**src/design/rmss_map.vh**
```
// Address map, field layout and scale constants of the rail monitor
// status and set-point registers.
// Assumes an 8-bit register address space and an 8-bit data path.
//
// Notes on behaviour
// - Undervoltage flags at 0x6, read clears all but those with a violation in the read cycle
// - Flag is one when input below threshold
// - Live off-threshold status at 0x7, read only
// - Off bit one while input below threshold
// - Channels 1-4 nominal: 500 mV plus 12.5 mV/step
// - Channel 5 nominal: 500 mV plus 20 mV/step
// - Channel 6 undervoltage: 500 mV plus 5 mV/step
// - Channels 6, 7 overvoltage at 0xD, 0xF
// - Nominal set points occupy 0x8 through 0xC
// - Comparisons act only while channel monitoring enabled; the off bits at 0x7 are read back unmasked by the enable
// - Channel 1-5 thresholds are nominal times percent code factors
// - Channel 7 undervoltage set point at 0x10
`ifndef RMSS_MAP_VH
`define RMSS_MAP_VH

`define RMSS_ADDR_W        8
`define RMSS_DATA_W        8
`define RMSS_CHANNELS      7

`define RMSS_OFS_UV_FLAGS  8'h06
`define RMSS_OFS_OFF_LIVE  8'h07
`define RMSS_OFS_NOM1      8'h08
`define RMSS_OFS_NOM2      8'h09
`define RMSS_OFS_NOM3      8'h0a
`define RMSS_OFS_NOM4      8'h0b
`define RMSS_OFS_NOM5      8'h0c
`define RMSS_OFS_OV6       8'h0d
`define RMSS_OFS_UV6       8'h0e
`define RMSS_OFS_OV7       8'h0f
`define RMSS_OFS_UV7       8'h10

// Set-point slots, counted from the channel 1 nominal offset
`define RMSS_SP_FIRST      8'h08
`define RMSS_SP_COUNT      9
`define RMSS_SP_IDX_W      4
`define RMSS_SP_NOM5       4
`define RMSS_SP_OV6        5
`define RMSS_SP_UV6        6
`define RMSS_SP_OV7        7
`define RMSS_SP_UV7        8

// Reset values (set points held until the nonvolatile store has loaded) and the read value of unmapped addresses
`define RMSS_SP_RESET      8'h00
`define RMSS_FLAGS_RESET   7'h00
`define RMSS_RDATA_RESET   8'h00
`define RMSS_UNMAPPED_RD   8'h00

// Levels in half-millivolt units: base plus step times code
`define RMSS_LVL_BASE      14'h03e8
`define RMSS_STEP_NOM14    14'h0019
`define RMSS_STEP_NOM5     14'h0028
`define RMSS_STEP_ABS      14'h000a
`define RMSS_LVL_W         14

// Percent factors in tenths of a percent
`define RMSS_OV_PCT_BASE   11'h401
`define RMSS_UV_PCT_BASE   11'h3cf
`define RMSS_PCT_STEP      11'h005
`define RMSS_PCT_W         11
`define RMSS_THR_W         24

`endif

```
**src/design/rmss_uv_latch.v**
```verilog
// Sticky undervoltage flags, one per channel, cleared by a read.
// Assumes comparator levels are synchronous to clk_sys.
`timescale 1ns/100ps
`include "rmss_map.vh"

module rmss_uv_latch (
    input  wire       clk_sys,
    input  wire       rst_b,
    input  wire [6:0] uv_below,
    input  wire [6:0] mon_enable,
    input  wire       clear,
    output wire [6:0] flags
);

    reg  [6:0] flags_q;
    reg  [6:0] flags_d;
    wire [6:0] violation;

    assign violation = uv_below & mon_enable;
    assign flags     = flags_q;

    // A violation in the clearing cycle keeps its flag set
    always @* begin
        flags_d = flags_q;
        if (clear) begin
            flags_d = 7'h00;
        end
        flags_d = flags_d | violation;
    end

    always @(posedge clk_sys or negedge rst_b) begin
        if (!rst_b) begin
            flags_q <= `RMSS_FLAGS_RESET;
        end else begin
            flags_q <= flags_d;
        end
    end

endmodule

```
**src/design/rmss_thresh.v**
```verilog
// Overvoltage and undervoltage thresholds of one percent-based channel.
// Result unit: half millivolt times tenth of a percent (0.5 uV).
// Assumes the analog side consumes the registered results.
`timescale 1ns/100ps
`include "rmss_map.vh"

module rmss_thresh #(
    parameter [13:0] STEP = `RMSS_STEP_NOM14
) (
    input  wire        clk_sys,
    input  wire        rst_b,
    input  wire [7:0]  nominal_code,
    input  wire [3:0]  over_code,
    input  wire [3:0]  under_code,
    output reg  [23:0] over_thr_q,
    output reg  [23:0] under_thr_q,
    output reg  [13:0] level_q
);

    wire [21:0] step_prod;
    wire [13:0] level_d;
    wire [10:0] ov_pct;
    wire [10:0] uv_pct;
    wire [24:0] ov_prod;
    wire [24:0] uv_prod;

    assign step_prod = STEP * nominal_code;
    assign level_d   = `RMSS_LVL_BASE + step_prod[13:0];
    assign ov_pct    = `RMSS_OV_PCT_BASE + `RMSS_PCT_STEP * {7'h00, over_code};
    assign uv_pct    = `RMSS_UV_PCT_BASE - `RMSS_PCT_STEP * {7'h00, under_code};
    assign ov_prod   = level_d * ov_pct;
    assign uv_prod   = level_d * uv_pct;

    always @(posedge clk_sys or negedge rst_b) begin
        if (!rst_b) begin
            over_thr_q  <= 24'h000000;
            under_thr_q <= 24'h000000;
            level_q     <= 14'h0000;
        end else begin
            over_thr_q  <= ov_prod[23:0];
            under_thr_q <= uv_prod[23:0];
            level_q     <= level_d;
        end
    end

endmodule

```
**src/design/rmss_regs.v**
```verilog
// Status and set-point register bank of the seven-channel rail monitor.
// Assumes the serial management engine delivers decoded single-cycle
// read and write strobes, and a nonvolatile loader delivers set points.
`timescale 1ns/100ps
`include "rmss_map.vh"

module rmss_regs (
    input  wire        clk_sys,
    input  wire        rst_b,
    input  wire [7:0]  reg_addr,
    input  wire        reg_wr,
    input  wire        reg_rd,
    input  wire [7:0]  reg_wdata,
    output reg  [7:0]  reg_rdata_q,
    output reg         reg_rvalid_q,
    input  wire        nv_load,
    input  wire [7:0]  nv_addr,
    input  wire [7:0]  nv_data,
    input  wire [6:0]  channel_monitor_enable,
    input  wire [19:0] over_threshold_percent_code,
    input  wire [19:0] under_threshold_percent_code,
    input  wire [6:0]  uv_cmp_below,
    input  wire [6:0]  off_cmp_below,
    output wire [119:0] pct_over_threshold,
    output wire [119:0] pct_under_threshold,
    output wire [69:0] nominal_rail_level,
    output reg  [13:0] ch6_over_level_q,
    output reg  [13:0] ch6_under_level_q,
    output reg  [13:0] ch7_over_level_q,
    output reg  [13:0] ch7_under_level_q,
    output wire [6:0]  comparator_enable
);

    reg  [7:0] sp_q [0:8];
    wire [6:0] uv_flags;
    wire       uv_clear;
    wire [4:0] host_hit;
    wire [4:0] nv_hit;
    reg  [7:0] rdata_d;

    // Returns {hit, index} for a set-point address
    function [4:0] rmss_sp_index;
        input [7:0] addr;
        reg   [7:0] rel;
        begin
            rel = addr - `RMSS_SP_FIRST;
            if (addr >= `RMSS_SP_FIRST && rel < `RMSS_SP_COUNT) begin
                rmss_sp_index = {1'b1, rel[3:0]};
            end else begin
                rmss_sp_index = 5'h00;
            end
        end
    endfunction

    // Level of an absolute set point in half millivolts
    function [13:0] rmss_abs_level;
        input [7:0] code;
        reg   [13:0] prod;
        begin
            prod = `RMSS_STEP_ABS * {6'h00, code};
            rmss_abs_level = `RMSS_LVL_BASE + prod;
        end
    endfunction

    assign host_hit = rmss_sp_index(reg_addr);
    assign nv_hit   = rmss_sp_index(nv_addr);
    assign uv_clear = reg_rd && (reg_addr == `RMSS_OFS_UV_FLAGS);
    assign comparator_enable = channel_monitor_enable;

    genvar i;
    generate
        for (i = 0; i < `RMSS_SP_COUNT; i = i + 1) begin : g_sp
            // Nonvolatile reload wins over a host write in the same cycle
            always @(posedge clk_sys or negedge rst_b) begin
                if (!rst_b) begin
                    sp_q[i] <= `RMSS_SP_RESET;
                end else if (nv_load && nv_hit[4] && nv_hit[3:0] == i) begin
                    sp_q[i] <= nv_data;
                end else if (reg_wr && host_hit[4] &&
                             host_hit[3:0] == i) begin
                    sp_q[i] <= reg_wdata;
                end
            end
        end
        for (i = 0; i < 5; i = i + 1) begin : g_thr
            rmss_thresh #(
                .STEP ((i == 4) ? `RMSS_STEP_NOM5 : `RMSS_STEP_NOM14)
            ) u_thresh (
                .clk_sys      (clk_sys),
                .rst_b        (rst_b),
                .nominal_code (sp_q[i]),
                .over_code    (over_threshold_percent_code[4*i+3:4*i]),
                .under_code   (under_threshold_percent_code[4*i+3:4*i]),
                .over_thr_q   (pct_over_threshold[24*i+23:24*i]),
                .under_thr_q  (pct_under_threshold[24*i+23:24*i]),
                .level_q      (nominal_rail_level[14*i+13:14*i])
            );
        end
    endgenerate

    rmss_uv_latch u_uv_latch (
        .clk_sys    (clk_sys),
        .rst_b      (rst_b),
        .uv_below   (uv_cmp_below),
        .mon_enable (channel_monitor_enable),
        .clear      (uv_clear),
        .flags      (uv_flags)
    );

    // Absolute thresholds of channels 6 and 7
    always @(posedge clk_sys or negedge rst_b) begin
        if (!rst_b) begin
            ch6_over_level_q  <= 14'h0000;
            ch6_under_level_q <= 14'h0000;
            ch7_over_level_q  <= 14'h0000;
            ch7_under_level_q <= 14'h0000;
        end else begin
            ch6_over_level_q  <= rmss_abs_level(sp_q[`RMSS_SP_OV6]);
            ch6_under_level_q <= rmss_abs_level(sp_q[`RMSS_SP_UV6]);
            ch7_over_level_q  <= rmss_abs_level(sp_q[`RMSS_SP_OV7]);
            ch7_under_level_q <= rmss_abs_level(sp_q[`RMSS_SP_UV7]);
        end
    end

    // Read data: flags sampled before their clear takes effect
    always @* begin
        rdata_d = `RMSS_UNMAPPED_RD;
        if (reg_addr == `RMSS_OFS_UV_FLAGS) begin
            rdata_d = {1'b0, uv_flags};
        end else if (reg_addr == `RMSS_OFS_OFF_LIVE) begin
            rdata_d = {1'b0, off_cmp_below};
        end else if (host_hit[4]) begin
            rdata_d = sp_q[host_hit[3:0]];
        end
    end

    always @(posedge clk_sys or negedge rst_b) begin
        if (!rst_b) begin
            reg_rdata_q  <= `RMSS_RDATA_RESET;
            reg_rvalid_q <= 1'b0;
        end else begin
            reg_rvalid_q <= reg_rd;
            if (reg_rd) begin
                reg_rdata_q <= rdata_d;
            end
        end
    end

endmodule

```
**config.mk**
```make
export PLATFORM = sky130hd
export DESIGN_NAME = rmss_regs
export DESIGN_NICKNAME = d
export VERILOG_FILES = /design/src/design/rmss_uv_latch.v /design/src/design/rmss_thresh.v /design/src/design/rmss_regs.v
export VERILOG_INCLUDE_DIRS = /design/src /design/src/design
export SDC_FILE = /design/constraint.sdc
export NUM_CORES = 2
export LEC_CHECK = 0
export BUFFER_PORTS_ARGS = -buffer_cell sky130_fd_sc_hd__buf_4
export CAP_MARGIN = 10
export CORE_UTILIZATION = 30
export CTS_CLUSTER_SIZE = 20
export DETAILED_ROUTE_END_ITERATION = 8
export PLACE_DENSITY_LB_ADDON = 0.25
export RECOVER_POWER = 25
export SKIP_CTS_REPAIR_TIMING = 1
export SLEW_MARGIN = 20
export SYNTH_ARGS = -nofsm -noshare
export SYNTH_HDL_FRONTEND = slang
export SYNTH_SLANG_ARGS = --single-unit
```
**constraint.sdc**
```tcl
create_clock -name clk_sys -period 10.9 [get_ports clk_sys]
set_input_delay 0 -clock clk_sys [delete_from_list [all_inputs] [get_ports clk_sys]]
set_output_delay 0 -clock clk_sys [all_outputs]
set_load 0.05 [all_outputs]
```
==> results.json <==
{
  "status": "complete, but fails checks",
  "worstSetupPathType": "reg -> reg",
  "grt_pass1_vias": 46936,
  "num_rows": 163,
  "hold_class": "in -> reg",
  "cts_tree": "built",
  "cts_inserted_buffers": 60,
  "wl_met3_um": 6240,
  "critPathSlowestCell": "clkbuf_1",
  "synth_seq_cells": 437,
  "core_area_mm2": 0.197,
  "finClkSkew_ns": 0.0249,
  "synthArstFlopShare_pct": 100,
  "clk_latency_ns": 0.73,
  "wire_per_inst_um": 18.8,
  "yosys.area.top_type_share_pct": 26.2,
  "wirelength_um": 178000,
  "synth.avg_cell_area_um2": 9.48,
  "vias": 43898,
  "report.final.slew_viol_count": 188,
  "die_y_um": 448,
  "grt_pass1_wl_um": 275000,
  "drtIter0Drc": 2089,
  "drv_cap": 4,
  "critPathBufInv": 9,
  "syn_area_mm2": 0.0597,
  "final_hold_viol_count": 0,
  "final_common_cell": "inv_1",
  "critical_path.max_stage_delay_ns": 1.00,
  "pin_count": 480,
  "met1_length_um": 74400,
  "synth-edff-count": 0,
  "ant_nets": 0,
  "clk_pin_slew_ns": 0.06,
  "drive_gt1_share_pct": 8.54,
  "worst_ep_arrival_time_ns": 10.75,
  "highest_layer": "met4",
  "rsz0062_at_grt": "false",
  "area_growth_pct": 15.7,
  "fin_ws_ns": 0.753,
  "start_util_pct": 30.2,
  "grt_usage_pct": 17.9,
  "path_common_cell": "inv_1",
  "clockBufferDepth": 3,
  "grt_overflow_total": 0,
  "fmax_mhz": 98.6,
  "drt-vias-per-instance": 4.62,
  "synth_top_area_cell": "fa_1",
  "clock-sinks": 437,
  "setup-violations-final": 0,
  "dieArea_mm2": 0.201,
  "path_max_fanout": 19,
  "grt_max_degree": 145,
  "port_buffers": 462,
  "slew_headroom_pct": -107,
  "place_hpwl_um": 142000,
  "layout_common_cells": "inv_1, ha_1, fa_1",
  "die_w_um": 448,
  "met2_length_um": 92400,
  "violations": "max-capacitance violations, max-slew violations",
  "antenna_found_initial": 17,
  "place.gp.congestion": 0.863,
  "nets": 8665,
  "worst_pin_slew_ns": 3.10,
  "startpoint_type": "register",
  "drc": 0,
  "root_buffer": "clkbuf_16",
  "ys_warn_count": 0,
  "reg2reg_slack_ns": 0.75,
  "drt_pre_antenna_iters": 5,
  "synth.area.top_cells": "fa_1, ha_1, dfrtp_1",
  "ys_seq_area_share_pct": 18.3,
  "finalCriticalPeriod_ns": 10.15,
  "setup_tns_ns": 0,
  "htree_levels": 2,
  "post-route-period-util_pct": 93.1,
  "postSynthCellCount": 6293,
  "required_ns": 11.51,
  "dp_slack_ns": 0.874,
  "netlist-cell-type-count": 88,
  "fin_util_pct": 35.0,
  "ys.flop_type": "dfrtp_1",
  "cp_top_family": "adder cells",
  "endpoint_kind": "register"
}
[through the flow]
stage                     std cells  hold WS, ns  cell area, µm²
after floorplan                6309       -0.296           59700
after global placement         9294      -0.0816           66200
after detailed placement       9294      -0.0809           66300
after CTS                      9405       -0.887           68500
after global routing           9499       0.0216           69000
final                          9502       0.0305           69000
[routing by layer]
| metal | GRT usage (%) | up-vias |
|---|---|---|
| met2 | 32.3 | 754 |
| met1 | 21.8 | 22040 |
| met4 | 6.05 | 0 |
| li1 | - | 20878 |
| met5 | 0 | - |
| met3 | 2.25 | 226 |
[flip-flops by register name, summed over array words and instances (netlist names), 12 cells and up]
signal                      cells
ch7_under_level_q              12
ch6_over_level_q               12
g_thr.u_thresh.under_thr_q    117
g_thr.u_thresh.level_q         67
sp_q                           72
ch6_under_level_q              12
ch7_over_level_q               12
g_thr.u_thresh.over_thr_q     117
[cells in the mapped netlist (7+ instances only)]
master    instances
and3_1           19
o221ai_1          7
o21a_1           40
a211o_1          12
buf_2             7
clkinv_1         21
buf_1            13
a21oi_1         228
nor4_1            7
o21ai_0         119
clkbuf_1        136
ha_1            981
nor3b_1           8
nor2b_1          98
mux2i_1          78
nor3_1           54
nor2_1          512
inv_1          1206
nand3b_1         15
a31o_2           10
and2_1           96
nand2_1         532
xor2_1           95
nand3_1          50
a21o_1           77
or3_1            24
o31ai_1          13
o211ai_1         25
o21bai_1         34
buf_4            28
nand2b_1        119
xnor2_1         219
a31oi_1          20
a21boi_0         10
o22ai_1           9
dfrtp_1         437
fa_1            781
a22o_1            7
or2_2            19
a211oi_1         26
[worst reg2reg max path, delay by kind of cell (launching register included)]
| kind | cells | cell delay [ns] |
|---|---|---|
| adders and majority gates | 11 | 4.53 |
| AOI/OAI and AO/OA | 8 | 1.74 |
| buffers and inverters | 9 | 2.47 |
| xor gates and xnor gates | 2 | 0.35 |
| DFF | 1 | 0.32 |
| and+or+nand+nor | 4 | 0.65 |
[area by class of cell]
cell class                      instances  area [µm²]
Fill cell                           20331      128000
Tap cell                             2640        3300
Clock inverter                         34         566
Timing Repair Buffer                  619        4440
Clock buffer                           77        1670
Antenna cell                            8        20.0
Multi-Input combinational cell       4458       43500
Sequential cell                       437       10900
Inverter                             1229        4610
[worst paths after layout]
check	from	to	cells after the start
max	sp_q[65]$_DFFE_PN0P_	g_thr[0].u_thresh.under_thr_q[22]$_DFF_PN0_	34
min in group asynchronous	rst_b	g_thr[2].u_thresh.over_thr_q[13]$_DFF_PN0_	4
max in group asynchronous	rst_b	g_thr[0].u_thresh.over_thr_q[10]$_DFF_PN0_	5
min	nv_load	sp_q[5]$_DFFE_PN0P_	5
max reg2reg	sp_q[65]$_DFFE_PN0P_	g_thr[0].u_thresh.under_thr_q[22]$_DFF_PN0_	34
min reg2reg	sp_q[0]$_DFFE_PN0P_	ch7_under_level_q[1]$_DFF_PN0_	0
[kinds of logic (layout without fill, tap and decap cells)]
group	Yosys count	after routing	synth area share [%]
AO/OA/AOI/OAI	697	697	7.51
XOR/XNOR	315	315	4.64
flip-flops	437	437	18.3
multiplexers	85	85	1.48
other	1	25	0.00628
adder cells (fa/ha/maj)	1764	1764	46.8
buffers and inverters	1414	1959	9.09
AND/OR/NAND/NOR	1580	1580	12.1
Power is not shown: default switching activity piles up to over one toggle a cycle in this logic, so the estimate is an artifact.
